==> config.mk <==
export PLATFORM = sky130hd
export DESIGN_NAME = tmx_ctrl
export DESIGN_NICKNAME = d
export VERILOG_FILES = /design/src/tmx_pkg.sv /design/src/tmx_ctrl.sv /design/src/tmx_unit.sv
export SDC_FILE = /design/constraint.sdc
export NUM_CORES = 1
export LEC_CHECK = 0
export BUFFER_PORTS_ARGS = -buffer_cell sky130_fd_sc_hd__buf_4
export CAP_MARGIN = 20
export CELL_PAD_IN_SITES_DETAIL_PLACEMENT = 1
export CELL_PAD_IN_SITES_GLOBAL_PLACEMENT = 1
export CORE_MARGIN = 3
export CORE_UTILIZATION = 49
export DETAILED_ROUTE_END_ITERATION = 8
export PLACE_DENSITY = 0.79
export SLEW_MARGIN = 10
export SYNTH_ARGS = -nofsm -noshare
export SYNTH_HDL_FRONTEND = slang
export SYNTH_HIERARCHICAL = 1
export SYNTH_SLANG_ARGS = --single-unit
==> constraint.sdc <==
create_clock -name SYS_CLK_IN -period 6.6 [get_ports SYS_CLK_IN]
set_input_delay 0.66 -clock SYS_CLK_IN [delete_from_list [all_inputs] [get_ports SYS_CLK_IN]]
set_output_delay 0.66 -clock SYS_CLK_IN [all_outputs]
set_load 0.02 [all_outputs]
==> src/tmx_pkg.sv <==
// How it works
// - Timer zero captures on comparator 2 or external irq.
// - Timer one captures on comparator 1 only.
// - Enabled timer fires A/D trigger on channel-0 match.
// - Channel-0 register compares at 0, captures at 1.
// - A/D trigger passes only while conversion enabled.
// - Reset clears all four control registers.
// - A/D registers stay writable while timers run.
// - Timer one register holds only bits 1 and 0.
// - Reload select picks comparator 0, 1 or 2.
// - Bulk reload only on restart-mode interlock.
// - Timer one reloads only in sync clear.
// - Reload armed by compare one or three write.
// - External irq interlock: off, hold, restart, output reset.
// - Comparator 2 interlock: off, hold, restart, output reset.
// - Timer one mode: alone, sync start, sync clear.
// - Timer zero irq on compare one or three.
package tmx_pkg;
  localparam int TMX_W = 16;
  localparam int ADDR_W = 18;
  // Word indices; the byte address is four times the index.
  localparam logic [15:0] IDX_T0_CAP_ADC = 16'hff80;
  localparam logic [15:0] IDX_T0_ILOCK = 16'hff81;
  localparam logic [15:0] IDX_T1_CAP_ADC = 16'hff96;
  localparam logic [15:0] IDX_RUN_CTRL = 16'hffa0;
  localparam logic [15:0] IDX_T0_CCR0 = 16'hffa2;
  localparam logic [15:0] IDX_T0_CR1 = 16'hffa3;
  localparam logic [15:0] IDX_T0_CR3 = 16'hffa4;
  localparam logic [15:0] IDX_T1_CCR0 = 16'hffa5;
  localparam logic [15:0] IDX_T1_CR1 = 16'hffa6;
  localparam logic [15:0] IDX_T1_CR3 = 16'hffa7;
  localparam logic [15:0] IDX_T0_COUNT = 16'hffa8;
  localparam logic [15:0] IDX_T1_COUNT = 16'hffa9;
  localparam logic [7:0] CTL_RESET = 8'h00;
  localparam logic [7:0] MASK_T0_CAP_ADC = 8'h43;
  localparam logic [7:0] MASK_T0_ILOCK = 8'h6f;
  localparam logic [7:0] MASK_T1_CAP_ADC = 8'h03;
  localparam logic [7:0] MASK_RUN_CTRL = 8'h37;
  localparam int CAPSRC_BIT = 6;
  localparam int ADEN_BIT = 1;
  localparam int CCS_BIT = 0;
  localparam int RELOAD_HI = 6;
  localparam int RELOAD_LO = 5;
  localparam int EXT_HI = 3;
  localparam int EXT_LO = 2;
  localparam int CMP2_HI = 1;
  localparam int CMP2_LO = 0;
  localparam int RUN0_BIT = 0;
  localparam int RUN1_BIT = 1;
  localparam int DUAL0_BIT = 2;
  localparam int SYNC_HI = 5;
  localparam int SYNC_LO = 4;
  typedef enum logic [1:0] {IL_OFF, IL_HOLD, IL_RESTART, IL_OUTRST} tmx_ilock_t;
  typedef enum logic [1:0] {SYNC_NONE, SYNC_START, SYNC_CLEAR, SYNC_BAD} tmx_sync_t;
  typedef enum logic [1:0] {RL_NONE, RL_CMP0, RL_CMP1, RL_CMP2} tmx_reload_t;
endpackage : tmx_pkg

==> src/tmx_ctrl.sv <==
// The APB interface to the registers was chosen for this implementation.
`timescale 1ns/1ps
module tmx_ctrl (
  // Clock and reset
  input wire logic SYS_CLK_IN,
  input wire logic RST_IN,
  // APB slave
  input wire logic PSEL_IN,
  input wire logic PENABLE_IN,
  input wire logic PWRITE_IN,
  input wire logic [tmx_pkg::ADDR_W-1:0] PADDR_IN,
  input wire logic [31:0] PWDATA_IN,
  output logic [31:0] PRDATA_OUT,
  output logic PREADY_OUT,
  output logic PSLVERR_OUT,
  // Comparators and external interrupt
  input wire logic COMPARATOR2_LEVEL_FLAG_IN,
  input wire logic COMPARATOR1_EVENT_IN,
  input wire logic CMP0_RESTART_IN,
  input wire logic CMP1_RESTART_IN,
  input wire logic EXTERNAL_IRQ_INPUT_IN,
  // A/D converter
  input wire logic ADC_CONVERSION_ENABLE_IN,
  output logic ADC_SYNC_TRIG_OUT,
  // Timer events
  output logic TIMER_ZERO_MATCH_IRQ_OUT,
  output logic TIMER_ONE_MATCH_IRQ_OUT,
  output logic TIMER_OUT_RESET_OUT
);
  import tmx_pkg::*;

  logic [7:0] timer0_capture_adc_ctrl, timer0_interlock_reload_ctrl, timer1_capture_adc_ctrl, run_ctrl;
  logic [7:0] next_t0_cap, next_t0_ilock, next_t1_cap, next_run;
  logic [31:0] prdata, next_prdata, rd_word;
  logic armed, next_armed, outrst, next_outrst;
  logic cmp2_q, ext_q;
  logic [15:0] idx;
  logic aligned, hit, wr, setup;
  logic [TMX_W-1:0] count0, count1, ccr0_t0, ccr0_t1;
  logic match0, match1, adc0, adc1;
  logic comparator2_event, ext_rise, comparator1_event;
  logic capture_source_select, adc_sync_trigger_enable_t0, adc_sync_trigger_enable_t1;
  logic chan0_capture_select_t0, chan0_capture_select_t1;
  logic cap0, cap1, hold0, restart0, clear0, clear1, run0, run1, dual0;
  logic reload_src, reload0, reload1, arm_wr, outrst_set;
  logic wr_t0_ccr0, wr_t0_cr1, wr_t0_cr3, wr_t1_ccr0, wr_t1_cr1, wr_t1_cr3;
  tmx_ilock_t ext_mode, cmp2_mode;
  tmx_sync_t sync_mode;
  tmx_reload_t reload_sel;

  // Bus decode.
  assign idx = PADDR_IN[ADDR_W-1:2];
  assign aligned = PADDR_IN[1:0] == 2'b00;
  assign setup = PSEL_IN && !PENABLE_IN;
  assign wr = PSEL_IN && PENABLE_IN && PWRITE_IN && hit;

  always_comb begin
    hit = 1'b0;
    if (aligned) begin
      case (idx)
        IDX_T0_CAP_ADC, IDX_T0_ILOCK, IDX_T1_CAP_ADC, IDX_RUN_CTRL: hit = 1'b1;
        IDX_T0_CCR0, IDX_T0_CR1, IDX_T0_CR3, IDX_T1_CCR0: hit = 1'b1;
        IDX_T1_CR1, IDX_T1_CR3, IDX_T0_COUNT, IDX_T1_COUNT: hit = 1'b1;
        default: hit = 1'b0;
      endcase
    end
  end

  // Zero wait states; an unmapped word answers with an error.
  assign PREADY_OUT = 1'b1;
  assign PSLVERR_OUT = PSEL_IN && PENABLE_IN && !hit;

  // Field views.
  assign capture_source_select = timer0_capture_adc_ctrl[CAPSRC_BIT];
  assign adc_sync_trigger_enable_t0 = timer0_capture_adc_ctrl[ADEN_BIT];
  assign chan0_capture_select_t0 = timer0_capture_adc_ctrl[CCS_BIT];
  assign adc_sync_trigger_enable_t1 = timer1_capture_adc_ctrl[ADEN_BIT];
  assign chan0_capture_select_t1 = timer1_capture_adc_ctrl[CCS_BIT];
  assign reload_sel = tmx_reload_t'(timer0_interlock_reload_ctrl[RELOAD_HI:RELOAD_LO]);
  assign ext_mode = tmx_ilock_t'(timer0_interlock_reload_ctrl[EXT_HI:EXT_LO]);
  assign cmp2_mode = tmx_ilock_t'(timer0_interlock_reload_ctrl[CMP2_HI:CMP2_LO]);
  assign sync_mode = tmx_sync_t'(run_ctrl[SYNC_HI:SYNC_LO]);
  assign dual0 = run_ctrl[DUAL0_BIT];

  // Inputs are synchronous, so one flop per line is enough for edge detection.
  assign comparator2_event = COMPARATOR2_LEVEL_FLAG_IN && !cmp2_q;
  assign ext_rise = EXTERNAL_IRQ_INPUT_IN && !ext_q;
  assign comparator1_event = COMPARATOR1_EVENT_IN;

  assign cap0 = capture_source_select ? ext_rise : comparator2_event;
  assign cap1 = comparator1_event;

  // Interlock decode for timer zero.
  always_comb begin
    hold0 = 1'b0;
    restart0 = CMP0_RESTART_IN || CMP1_RESTART_IN;
    outrst_set = 1'b0;
    case (ext_mode)
      IL_OFF: ;
      IL_HOLD: hold0 = hold0 || EXTERNAL_IRQ_INPUT_IN;
      IL_RESTART: restart0 = restart0 || ext_rise;
      IL_OUTRST: outrst_set = outrst_set || ext_rise;
      default: ;
    endcase
    case (cmp2_mode)
      IL_OFF: ;
      IL_HOLD: hold0 = hold0 || COMPARATOR2_LEVEL_FLAG_IN;
      IL_RESTART: restart0 = restart0 || comparator2_event;
      IL_OUTRST: outrst_set = outrst_set || comparator2_event;
      default: ;
    endcase
  end

  always_comb begin
    case (reload_sel)
      RL_NONE: reload_src = 1'b0;
      RL_CMP0: reload_src = CMP0_RESTART_IN;
      RL_CMP1: reload_src = CMP1_RESTART_IN;
      RL_CMP2: reload_src = cmp2_mode == IL_RESTART && comparator2_event;
      default: reload_src = 1'b0;
    endcase
  end
  assign reload0 = armed && reload_src;
  // timer one joins in sync clear.
  assign reload1 = reload0 && sync_mode == SYNC_CLEAR;

  // arming write depends on output mode.
  assign arm_wr = dual0 ? wr_t0_cr3 : wr_t0_cr1;

  // Sync modes start timer one with timer zero; prohibited code behaves as alone.
  assign run0 = run_ctrl[RUN0_BIT];
  assign run1 = (sync_mode == SYNC_START || sync_mode == SYNC_CLEAR) ? run0 : run_ctrl[RUN1_BIT];
  assign clear0 = hold0 || restart0;
  assign clear1 = sync_mode == SYNC_CLEAR && clear0;

  assign wr_t0_ccr0 = wr && idx == IDX_T0_CCR0;
  assign wr_t0_cr1 = wr && idx == IDX_T0_CR1;
  assign wr_t0_cr3 = wr && idx == IDX_T0_CR3;
  assign wr_t1_ccr0 = wr && idx == IDX_T1_CCR0;
  assign wr_t1_cr1 = wr && idx == IDX_T1_CR1;
  assign wr_t1_cr3 = wr && idx == IDX_T1_CR3;

  // Read mux.
  always_comb begin
    rd_word = 32'h0000_0000;
    case (idx)
      IDX_T0_CAP_ADC: rd_word[7:0] = timer0_capture_adc_ctrl;
      IDX_T0_ILOCK: rd_word[7:0] = timer0_interlock_reload_ctrl;
      IDX_T1_CAP_ADC: rd_word[7:0] = timer1_capture_adc_ctrl;
      IDX_RUN_CTRL: rd_word[7:0] = run_ctrl;
      IDX_T0_CCR0: rd_word[TMX_W-1:0] = ccr0_t0;
      IDX_T1_CCR0: rd_word[TMX_W-1:0] = ccr0_t1;
      IDX_T0_COUNT: rd_word[TMX_W-1:0] = count0;
      IDX_T1_COUNT: rd_word[TMX_W-1:0] = count1;
      default: rd_word = 32'h0000_0000;
    endcase
  end

  // Register group next values.
  always_comb begin
    next_t0_cap = timer0_capture_adc_ctrl;
    next_t0_ilock = timer0_interlock_reload_ctrl;
    next_t1_cap = timer1_capture_adc_ctrl;
    next_run = run_ctrl;
    next_prdata = prdata;
    // Read data is taken in the setup phase so it leaves a flop.
    if (setup && !PWRITE_IN && hit) begin
      next_prdata = rd_word;
    end
    if (wr && idx == IDX_T0_CAP_ADC) begin
      next_t0_cap = PWDATA_IN[7:0] & MASK_T0_CAP_ADC;
    end
    if (wr && idx == IDX_T0_ILOCK) begin
      next_t0_ilock = PWDATA_IN[7:0] & MASK_T0_ILOCK;
    end
    if (wr && idx == IDX_T1_CAP_ADC) begin
      next_t1_cap = PWDATA_IN[7:0] & MASK_T1_CAP_ADC;
    end
    if (wr && idx == IDX_RUN_CTRL) begin
      next_run = PWDATA_IN[7:0] & MASK_RUN_CTRL;
    end
    // A new arming write beats the reload that consumes the old one.
    next_armed = armed;
    if (reload0) begin
      next_armed = 1'b0;
    end
    if (arm_wr) begin
      next_armed = 1'b1;
    end
    // Output reset holds until the next timer zero interrupt; a new edge wins.
    next_outrst = outrst;
    if (match0) begin
      next_outrst = 1'b0;
    end
    if (outrst_set) begin
      next_outrst = 1'b1;
    end
  end

  always_ff @(posedge SYS_CLK_IN or posedge RST_IN) begin
    if (RST_IN) begin
      timer0_capture_adc_ctrl <= CTL_RESET;
      timer0_interlock_reload_ctrl <= CTL_RESET;
      timer1_capture_adc_ctrl <= CTL_RESET;
      run_ctrl <= CTL_RESET;
      prdata <= 32'h0000_0000;
      armed <= 1'b0;
      outrst <= 1'b0;
      cmp2_q <= 1'b0;
      ext_q <= 1'b0;
    end else begin
      timer0_capture_adc_ctrl <= next_t0_cap;
      timer0_interlock_reload_ctrl <= next_t0_ilock;
      timer1_capture_adc_ctrl <= next_t1_cap;
      run_ctrl <= next_run;
      prdata <= next_prdata;
      armed <= next_armed;
      outrst <= next_outrst;
      cmp2_q <= COMPARATOR2_LEVEL_FLAG_IN;
      ext_q <= EXTERNAL_IRQ_INPUT_IN;
    end
  end

  tmx_unit #(.W(TMX_W)) u_timer_x_zero (
    .clk_in(SYS_CLK_IN),
    .rst_in(RST_IN),
    .run_in(run0),
    .clear_in(clear0),
    .dual_in(dual0),
    .ccs_in(chan0_capture_select_t0),
    .aden_in(adc_sync_trigger_enable_t0),
    .cap_in(cap0),
    .load_in(reload0),
    .wr_ccr0_in(wr_t0_ccr0),
    .wr_cr1_in(wr_t0_cr1),
    .wr_cr3_in(wr_t0_cr3),
    .wdata_in(PWDATA_IN[TMX_W-1:0]),
    .count_out(count0),
    .ccr0_out(ccr0_t0),
    .match_out(match0),
    .adc_out(adc0)
  );

  // Timer one has no dual-output setting here and always ends on compare one.
  tmx_unit #(.W(TMX_W)) u_timer_x_one (
    .clk_in(SYS_CLK_IN),
    .rst_in(RST_IN),
    .run_in(run1),
    .clear_in(clear1),
    .dual_in(1'b0),
    .ccs_in(chan0_capture_select_t1),
    .aden_in(adc_sync_trigger_enable_t1),
    .cap_in(cap1),
    .load_in(reload1),
    .wr_ccr0_in(wr_t1_ccr0),
    .wr_cr1_in(wr_t1_cr1),
    .wr_cr3_in(wr_t1_cr3),
    .wdata_in(PWDATA_IN[TMX_W-1:0]),
    .count_out(count1),
    .ccr0_out(ccr0_t1),
    .match_out(match1),
    .adc_out(adc1)
  );

  assign ADC_SYNC_TRIG_OUT = (adc0 || adc1) && ADC_CONVERSION_ENABLE_IN;
  assign PRDATA_OUT = prdata;
  assign TIMER_ZERO_MATCH_IRQ_OUT = match0;
  assign TIMER_ONE_MATCH_IRQ_OUT = match1;
  assign TIMER_OUT_RESET_OUT = outrst;

  adc_gate_a: assert property (@(posedge SYS_CLK_IN) disable iff (RST_IN)
    ADC_SYNC_TRIG_OUT |-> ADC_CONVERSION_ENABLE_IN) else $error("A/D trigger while conversion off");
  adc_disable_a: assert property (@(posedge SYS_CLK_IN) disable iff (RST_IN)
    (!adc_sync_trigger_enable_t0 && !adc_sync_trigger_enable_t1)[*2] |-> !ADC_SYNC_TRIG_OUT)
    else $error("A/D trigger with both enables clear");
  ctl_reset_a: assert property (@(posedge SYS_CLK_IN)
    $fell(RST_IN) |-> timer0_capture_adc_ctrl == 8'h00 && timer0_interlock_reload_ctrl == 8'h00
      && timer1_capture_adc_ctrl == 8'h00) else $error("Control register not clear after reset");
  t1_bits_a: assert property (@(posedge SYS_CLK_IN) disable iff (RST_IN)
    timer1_capture_adc_ctrl[7:2] == 6'h00 && timer0_capture_adc_ctrl[5:2] == 4'h0
      && !timer0_interlock_reload_ctrl[7] && !timer0_interlock_reload_ctrl[4])
    else $error("Reserved control bit set");
  t1_reload_a: assert property (@(posedge SYS_CLK_IN) disable iff (RST_IN)
    reload1 |-> sync_mode == SYNC_CLEAR && reload0) else $error("Timer one reload outside sync clear");
  reload_cause_a: assert property (@(posedge SYS_CLK_IN) disable iff (RST_IN)
    reload0 |-> armed && reload_sel != RL_NONE) else $error("Reload without arming or source");
  arm_write_a: assert property (@(posedge SYS_CLK_IN) disable iff (RST_IN)
    (wr_t0_cr1 && !dual0) |=> armed) else $error("Compare one write did not arm reload");
  ext_hold_a: assert property (@(posedge SYS_CLK_IN) disable iff (RST_IN)
    (ext_mode == IL_HOLD && EXTERNAL_IRQ_INPUT_IN)[*2] |=> count0 == 16'h0000)
    else $error("Timer zero counted during external hold");
  cmp2_hold_a: assert property (@(posedge SYS_CLK_IN) disable iff (RST_IN)
    (cmp2_mode == IL_HOLD && COMPARATOR2_LEVEL_FLAG_IN) |=> count0 == 16'h0000 && !match0)
    else $error("Timer zero counted during comparator hold");
  out_reset_a: assert property (@(posedge SYS_CLK_IN) disable iff (RST_IN)
    (ext_mode == IL_OUTRST && ext_rise) |=> TIMER_OUT_RESET_OUT) else $error("Output reset not set");

  // These tie each trigger to what the timers, arming and outputs do one cycle later; the comparator 0 and 2 reload checks look at the same cycle.
  cmp2_capture_a: assert property (@(posedge SYS_CLK_IN) disable iff (RST_IN)
    run0 && chan0_capture_select_t0 && !capture_source_select && comparator2_event |=> ccr0_t0 == $past(count0))
    else $error("Comparator 2 event did not capture");
  ext_capture_a: assert property (@(posedge SYS_CLK_IN) disable iff (RST_IN)
    run0 && chan0_capture_select_t0 && capture_source_select && ext_rise |=> ccr0_t0 == $past(count0))
    else $error("External pin edge did not capture");
  t1_capture_a: assert property (@(posedge SYS_CLK_IN) disable iff (RST_IN)
    run1 && chan0_capture_select_t1 && COMPARATOR1_EVENT_IN |=> ccr0_t1 == $past(count1))
    else $error("Comparator 1 event did not capture");
  compare_hold_a: assert property (@(posedge SYS_CLK_IN) disable iff (RST_IN)
    run0 && !chan0_capture_select_t0 && !reload0 |=> $stable(ccr0_t0)) else $error("Compare register changed");
  adc_match_a: assert property (@(posedge SYS_CLK_IN) disable iff (RST_IN)
    run0 && adc_sync_trigger_enable_t0 && !chan0_capture_select_t0 && count0 == ccr0_t0
      |=> ADC_SYNC_TRIG_OUT || !ADC_CONVERSION_ENABLE_IN) else $error("Timer zero match gave no A/D trigger");
  t1_adc_a: assert property (@(posedge SYS_CLK_IN) disable iff (RST_IN)
    run1 && adc_sync_trigger_enable_t1 && !chan0_capture_select_t1 && count1 == ccr0_t1
      |=> ADC_SYNC_TRIG_OUT || !ADC_CONVERSION_ENABLE_IN) else $error("Timer one match gave no A/D trigger");
  reload_cmp0_a: assert property (@(posedge SYS_CLK_IN) disable iff (RST_IN)
    armed && reload_sel == RL_CMP0 && CMP0_RESTART_IN |-> reload0)
    else $error("Comparator 0 restart did not reload");
  cmp2_reload_a: assert property (@(posedge SYS_CLK_IN) disable iff (RST_IN)
    reload0 && reload_sel == RL_CMP2 |-> cmp2_mode == IL_RESTART)
    else $error("Comparator 2 reload outside restart mode");
  t1_noload_a: assert property (@(posedge SYS_CLK_IN) disable iff (RST_IN)
    reload0 && sync_mode != SYNC_CLEAR && run1 && !chan0_capture_select_t1 |=> $stable(ccr0_t1))
    else $error("Timer one reloaded outside sync clear");
  arm_dual_a: assert property (@(posedge SYS_CLK_IN) disable iff (RST_IN)
    wr_t0_cr3 && dual0 |=> armed) else $error("Compare three write did not arm reload");
  ext_restart_a: assert property (@(posedge SYS_CLK_IN) disable iff (RST_IN)
    ext_mode == IL_RESTART && ext_rise |=> count0 == 16'h0000) else $error("External edge did not restart");
  out_release_a: assert property (@(posedge SYS_CLK_IN) disable iff (RST_IN)
    match0 && !outrst_set |=> !TIMER_OUT_RESET_OUT) else $error("Output reset outlived the interrupt");
  cmp2_restart_a: assert property (@(posedge SYS_CLK_IN) disable iff (RST_IN)
    cmp2_mode == IL_RESTART && comparator2_event |=> count0 == 16'h0000)
    else $error("Comparator 2 did not restart");
  cmp2_outrst_a: assert property (@(posedge SYS_CLK_IN) disable iff (RST_IN)
    cmp2_mode == IL_OUTRST && comparator2_event |=> TIMER_OUT_RESET_OUT)
    else $error("Comparator 2 output reset not set");
  sync_clear_a: assert property (@(posedge SYS_CLK_IN) disable iff (RST_IN)
    sync_mode == SYNC_CLEAR && clear0 |=> count1 == 16'h0000)
    else $error("Timer one not cleared with timer zero");
endmodule : tmx_ctrl

==> src/tmx_unit.sv <==
`timescale 1ns/1ps
module tmx_unit #(
  parameter int W = 16
) (
  // Clock and reset
  input wire logic clk_in,
  input wire logic rst_in,
  // Control
  input wire logic run_in,
  input wire logic clear_in,
  input wire logic dual_in,
  input wire logic ccs_in,
  input wire logic aden_in,
  input wire logic cap_in,
  input wire logic load_in,
  // Buffer writes
  input wire logic wr_ccr0_in,
  input wire logic wr_cr1_in,
  input wire logic wr_cr3_in,
  input wire logic [W-1:0] wdata_in,
  // Status
  output logic [W-1:0] count_out,
  output logic [W-1:0] ccr0_out,
  output logic match_out,
  output logic adc_out
);
  import tmx_pkg::*;
  logic [W-1:0] count, ccr0_buf, cr1_buf, cr3_buf, ccr0_act, cr1_act, cr3_act;
  logic [W-1:0] next_count, next_ccr0_buf, next_cr1_buf, next_cr3_buf;
  logic [W-1:0] next_ccr0_act, next_cr1_act, next_cr3_act, period;
  logic match, adc, next_match, next_adc;

  always_comb begin
    next_ccr0_buf = wr_ccr0_in ? wdata_in : ccr0_buf;
    next_cr1_buf = wr_cr1_in ? wdata_in : cr1_buf;
    next_cr3_buf = wr_cr3_in ? wdata_in : cr3_buf;
    next_ccr0_act = ccr0_act;
    next_cr1_act = cr1_act;
    next_cr3_act = cr3_act;
    // A stopped timer follows its buffers, a running one only on a bulk load.
    if (!run_in || load_in) begin
      next_ccr0_act = next_ccr0_buf;
      next_cr1_act = next_cr1_buf;
      next_cr3_act = next_cr3_buf;
    end
    if (ccs_in && cap_in && run_in) begin
      next_ccr0_act = count;
    end
    period = dual_in ? cr3_act : cr1_act;
    if (!run_in || clear_in || count == period) begin
      next_count = '0;
    end else begin
      next_count = count + 1'b1;
    end
    next_match = run_in && !clear_in && count == period;
    next_adc = aden_in && !ccs_in && run_in && count == ccr0_act;
  end

  always_ff @(posedge clk_in or posedge rst_in) begin
    if (rst_in) begin
      count <= '0;
      ccr0_buf <= '0;
      cr1_buf <= '0;
      cr3_buf <= '0;
      ccr0_act <= '0;
      cr1_act <= '0;
      cr3_act <= '0;
      match <= 1'b0;
      adc <= 1'b0;
    end else begin
      count <= next_count;
      ccr0_buf <= next_ccr0_buf;
      cr1_buf <= next_cr1_buf;
      cr3_buf <= next_cr3_buf;
      ccr0_act <= next_ccr0_act;
      cr1_act <= next_cr1_act;
      cr3_act <= next_cr3_act;
      match <= next_match;
      adc <= next_adc;
    end
  end

  assign count_out = count;
  assign ccr0_out = ccr0_act;
  assign match_out = match;
  assign adc_out = adc;
endmodule : tmx_unit
-- After elaboration in Yosys (flattened, before gate mapping)
Index checks and enable logic that the tools add are counted.
- add/sub/neg operators: 2
- multipliers: 0
- div/mod/pow operators: 0
- magnitude comparators: 0
- equality and inequality tests: 27
- shift operators: 0
- mux-type cells: 30
- bitwise operators: 0
- reductions and logical operators: 69
- operators by type and width (operator ; count):
    $eq 16x16->1 const B ; 12
    $mux 16 ; 12
    $eq 16x16->1 ; 4
    $pmux 8 s8 ; 1
    $logic_and 1x1->1 ; 37
    $add 16x1->16 const B ; 2
    $pmux 8 s4 ; 1
    $mux 1 ; 15
    $eq 2x2->1 const B ; 7
    $logic_or 1x1->1 ; 14
    $reduce_or 12->1 ; 1
    $logic_not 1->1 ; 11
    $eq 2x1->1 const B ; 4
    $reduce_bool 2->1 ; 4
    $logic_not 2->1 ; 2
    $pmux 1 s4 ; 1
- register bits: 232
- latch bits: 0
- memory bits (writable): 0
- ROM bits: 0
- output and inout port bits: 38
- logic and storage cells: 153
- memories kept: 0

-- Logic depth before layout (Yosys ltp)
- word-level depth: 11
- depth in mapped cells: 11
- gate-level depth less buffers: 8

-- Cells and area by module
The synthesis kept the hierarchy.
- by module, submodules not included (module ; instances ; cells an instance ; area an instance (um^2)):
    tmx_unit ; 2 ; 395 ; 5113.7
    tmx_ctrl ; 1 ; 256 ; 2577.5

-- Least setup slack after synthesis
Ideal clock, no wire load.
- path kind: input to register
- start point: input port PADDR_IN[16] in the netlist's numbering
- end point: register u_timer_x_zero.cr1_act[10]
- setup time: 0.125 ns
- data arrival time: 3.190 ns
- path slack: 3.286 ns
- stages: 10
- cell sequence: nand4_1 or3_1 buf_6 a211oi_4 o21bai_1 nor4_1 clkbuf_1 buf_1 mux2_2 mux2_2
- word-level cells in the longest chain between the ends: 7
- elaborated cells between the ends (all ways): 18
- those cells by class: 12 x eq/ne; 3 x mux; 3 x reduce/logical
- RTL lines (element ; line ; text):
    start: declaration ; tmx_ctrl.sv:11 ; input wire logic [tmx_pkg::ADDR_W-1:0] PADDR_IN,
    $eq 16x16->1 (on tied branches) ; tmx_ctrl.sv:60, tmx_ctrl.sv:137 ;
    $reduce_or 12->1 (no source line) ; -- ;
    $mux 1 ; tmx_ctrl.sv:60 ; case (idx)
    $mux 1 ; tmx_ctrl.sv:59 ; if (aligned) begin
    $logic_and 1x1->1 ; tmx_ctrl.sv:55 ; assign wr = PSEL_IN && PENABLE_IN && PWRITE_IN && hit;
    $logic_and 1x1->1 * ; tmx_ctrl.sv:137 ; assign wr_t0_cr1 = wr && idx == IDX_T0_CR1;
    net wr_t0_cr1 ; tmx_ctrl.sv:46 ; logic wr_t0_ccr0, wr_t0_cr1, wr_t0_cr3, wr_t1_ccr0, wr_t1_cr1, wr_t1_cr3;
    $mux 16 * ; tmx_unit.sv:35 ; next_cr1_buf = wr_cr1_in ? wdata_in : cr1_buf;
    net u_timer_x_zero.next_cr1_buf[10] ; tmx_unit.sv:29 ; logic [W-1:0] next_count, next_ccr0_buf, next_cr1_buf, next_cr3_buf;
    end signal: assignment ; tmx_unit.sv:76 ; cr1_act <= next_cr1_act;
    end: declaration ; tmx_unit.sv:28 ; logic [W-1:0] count, ccr0_buf, cr1_buf, cr3_buf, ccr0_act, cr1_act, cr3_act;
Mark *: on every way through the listed nets, which the timed path passes. The rest lies on a longest branch.
A chain may end at the register's enable or synchronous reset.

-- Final worst setup path
- start point: input port PADDR_IN[13] in the netlist's numbering
- end point: output port PSLVERR_OUT
- word-level cells in the longest chain between the ends: 6
- elaborated cells between the ends (all ways): 17
- those cells by class: 12 x eq/ne; 2 x mux; 3 x reduce/logical
- RTL lines (element ; line ; text):
    $eq 16x16->1 ; tmx_ctrl.sv:60 ;
    $reduce_or 12->1 (no source line) * ; -- ;
    $mux 1 * ; tmx_ctrl.sv:60 ;
    $mux 1 * ; tmx_ctrl.sv:59 ;
    $logic_not 1->1 * ; tmx_ctrl.sv:71 ; assign PSLVERR_OUT = PSEL_IN && PENABLE_IN && !hit;
    $logic_and 1x1->1 * ; tmx_ctrl.sv:71 ;
    end: declaration ; tmx_ctrl.sv:15 ; output logic PSLVERR_OUT,
Mark *: on every way between the ends. The rest lies on a longest branch, timed or not.

==> results.sh <==
export IMPL_cts_buffer_depth=3
export IMPL_wl_per_cell_um=23.3
export IMPL_setup_viol=0
export IMPL_num_antenna_cells=0
export IMPL_regArea_um2=6610
export IMPL_synth_edf_count=0
export IMPL_reg2reg_slack_ps=3840
export IMPL_syn_area_per_cell_um2=12.2
export IMPL_finalMaxSlewViolations=0
export IMPL_ys_seq_elements=264
export IMPL_cts_hold_buffers_added=0
export IMPL_fin_crit_sh_pct=51.0
export IMPL_ys_seq_area_share_pct=51.6
export IMPL_cts_tree="done"
export IMPL_antenna_left=0
export IMPL_fmax_mhz=297
export IMPL_syn_area_um2=12800
export IMPL_drt_iter0_drc=593
export IMPL_cpPeakStageDelay_ps=770
export IMPL_layout_min_cycle_time_ps=3370
export IMPL_slowest_stage="or3_1"
export IMPL_coreArea_um2=25400
export IMPL_clk_latency_ps=550
export IMPL_ir_drop_v=0.000200
export IMPL_crit_chain="buf_4 > nand4_1 > or3_1 > a211oi_4 > o21ai_0 > and3_1 > buf_4"
export IMPL_synth_top_area_share_pct=51.6
export IMPL_hold_viol=0
export IMPL_syn_to_final_growth_pct=12.5
export IMPL_grt_pass1_vias=9098
export IMPL_cts_sinks=264
export IMPL_required_ps=5940
export IMPL_die_w_um=168
export IMPL_worstPathMaxFanout=16
export IMPL_path_buf_inv=2
export IMPL_fin_tns_setup_ps=0
export IMPL_seqPwrFrac_pct=48.3
export IMPL_timing_rr_end="u_timer_x_zero/match_out"
export IMPL_r2r_start="run_ctrl[2]"
export IMPL_critical_path_class="in2out"
export IMPL_arrival_ps=2710
export IMPL_min_path_type="in2async"
export IMPL_vias=8511
export IMPL_die_area_um2=28100
export IMPL_n_fill_cell=2561
export IMPL_gp_congestion=0.915
export IMPL_critPathTopFamily="simple AND/OR/NAND/NOR gates"
export IMPL_slew_headroom_pct=34.7
export IMPL_h_tree_depth=1
export IMPL_drcViolationCount=0
export IMPL_finalPower_mw=3.36
export IMPL_worst_pin_slew_ps=973
export IMPL_async_reset_ff_share_pct=100
export IMPL_avgViaCountPerCell=5.95
export IMPL_combPwrFrac_pct=3.4
export IMPL_crit_path_start_kind="primary input"
export IMPL_cp_common_cell="buf_4"
export IMPL_yosysTopAreaCell="dfrtp_1"
export IMPL_switchingPower_uw=724
export IMPL_maxCapViolCount=0
export IMPL_cts_root_buf="clkbuf_16"
export IMPL_grt_pass1_wl_um=52900
export IMPL_end_kind="output pin"
export IMPL_p_int_mw=2.63
export IMPL_crit_start="PADDR_IN[13]"
export IMPL_synth_most_common_cell="dfrtp_1"
export IMPL_ios=99
export IMPL_ctsResizeCount=0
export IMPL_dr_pass1_iters=5
export IMPL_clk_pin_slew_worst_paths_ps=60
export IMPL_cts_buffers=28
export IMPL_finalClockSkew_ps=21.1
export IMPL_nets=1142
export IMPL_pwr_share_clk_pct=48.4
export IMPL_cp_depth=7
export IMPL_rows=58
export IMPL_synth_warnings=6
export IMPL_status="finished clean"
export IMPL_ff2ff_path_depth=6
export IMPL_die_height_um=168
export IMPL_grt_use_total_pct=23.6
export IMPL_wl_um=33300
export IMPL_grt_max_degree=81
export IMPL_grt_ovfl_total=0
export IMPL_yosysUniqueCellTypes=64
export IMPL_swShare_pct=21.6
export IMPL_powerDensity_nw_per_um2=233
export IMPL_crit_end="PSLVERR_OUT"
export IMPL_post_cts_buffers=0
export IMPL_drive_gt1_share_pct=30.3
export IMPL_initial_utilization_pct=50.4
export IMPL_ys_dominant_reg_cell="dfrtp_1"
export IMPL_rsz0062_at_grt="no"
export IMPL_multi_input_area_um2=5710
export IMPL_hpwl_um=22500
export IMPL_synth_area_top_cells="dfrtp_1, mux2_2, mux2i_1"
export IMPL_ys_top_cells_by_count="dfrtp_1, mux2_2, xor2_1"
export IMPL_portBuffers=65
export IMPL_power_leakage_nw=7.10
export IMPL_antenna_found_initial=0
export IMPL_synthCells=1046
==> worst min-delay path by stage <==
stage                                 endpoint  slack (ps)
CTS                   u_timer_x_zero/match_out         160
global placement           TIMER_OUT_RESET_OUT         470
global route        u_timer_x_zero/cr3_act[15]         180
finish                u_timer_x_zero/match_out         150
floorplan            u_timer_x_one/cr1_buf[10]         470
detailed placement         TIMER_OUT_RESET_OUT         480
==> layout by cell type, fill, tap and decap left out, drive strengths merged, types with 4 or more instances in the layout <==
cell     count
o21ai       41
nor4        19
xnor2       18
nor4b        4
dfrtp      264
and3         6
xor2        74
nor2b        4
a22oi        9
nand2       56
a221o        8
clkbuf      46
nand2b       8
nand4       19
nand3       15
mux2i       66
o2bb2ai      9
inv         12
nor2        19
mux2       185
nor3b        6
a22o         9
conb        18
buf         83
nor3        45
a21oi        7
==> layout make-up <==
type,instances,area share (%)
repair buffers,83,4.57
flip-flops and latches,264,45.9
clock inverters,6,0.573
multi-input cells,689,39.7
clock buffers,46,6.11
well taps,330,2.87
inverters,12,0.348
==> worst reg2reg max path: stages, from the launching register on <==
cell,delay (ps)
dfrtp_1,380
buf_4,350
mux2i_1,320
xor2_1,170
nand4_1,250
nor4_4,930
and3b_1,300
==> through the flow <==
step	worst slack [ps]	utilization, %	instances	hold WS [ps]	cell area [um2]
CTS	3240	56.4	1425	156	14300
finish	3230	56.7	1430	152	14400
detailed placement	2760	52.6	1373	478	13400
global route	3140	56.7	1430	176	14400
floorplan	2920	-	1062	468	12900
global placement	2790	52.6	1373	467	13400
==> state kept, by name, summed over array words and instances, names as in the netlist, 5 cells and up <==
name	flops
PRDATA_OUT	16
u_timer_x_one/ccr0_buf	16
u_timer_x_one/ccr0_out	16
u_timer_x_one/count_out	16
u_timer_x_one/cr1_act	16
u_timer_x_one/cr1_buf	16
u_timer_x_one/cr3_act	16
u_timer_x_one/cr3_buf	16
u_timer_x_zero/ccr0_buf	16
u_timer_x_zero/ccr0_out	16
u_timer_x_zero/count_out	16
u_timer_x_zero/cr1_act	16
u_timer_x_zero/cr1_buf	16
u_timer_x_zero/cr3_act	16
u_timer_x_zero/cr3_buf	16
timer0_interlock_reload_ctrl	6
run_ctrl	5
==> metal layers <==
metal / GRT usage, % / vias to the layer above / part of all wire, %
li1: - / 3768 / -
met1: 33.7 / 4470 / 45
met2: 38.4 / 214 / 48
met3: 2.81 / 59 / 4.5
met4: 6.90 / 0 / 2.7
met5: 0 / - / 0
==> power by group through the flow <==
stage	sequential (mW)	clock, mW	combinational [mW]
after floorplan	1.65	0	0.0626
after global placement	1.65	0	0.108
after detailed placement	1.65	0	0.111
after CTS	1.62	1.66	0.112
after global routing	1.62	1.73	0.124
final	1.62	1.62	0.112
==> logic make-up after synthesis <==
| group | count (synthesis) | share of synthesized area (%) |
|---|---|---|
| AND/OR/NAND/NOR | 224 | 10.1 |
| AO/OA/AOI/OAI | 101 | 5.63 |
| other | 2 | 0.0586 |
| XOR/XNOR | 92 | 6.29 |
| flip-flops | 264 | 51.6 |
| buffers and inverters | 109 | 4.55 |
| adder cells (fa/ha/maj) | 3 | 0.293 |
| multiplexers | 251 | 21.5 |
Note: power is estimated with default switching activity, not from simulation.
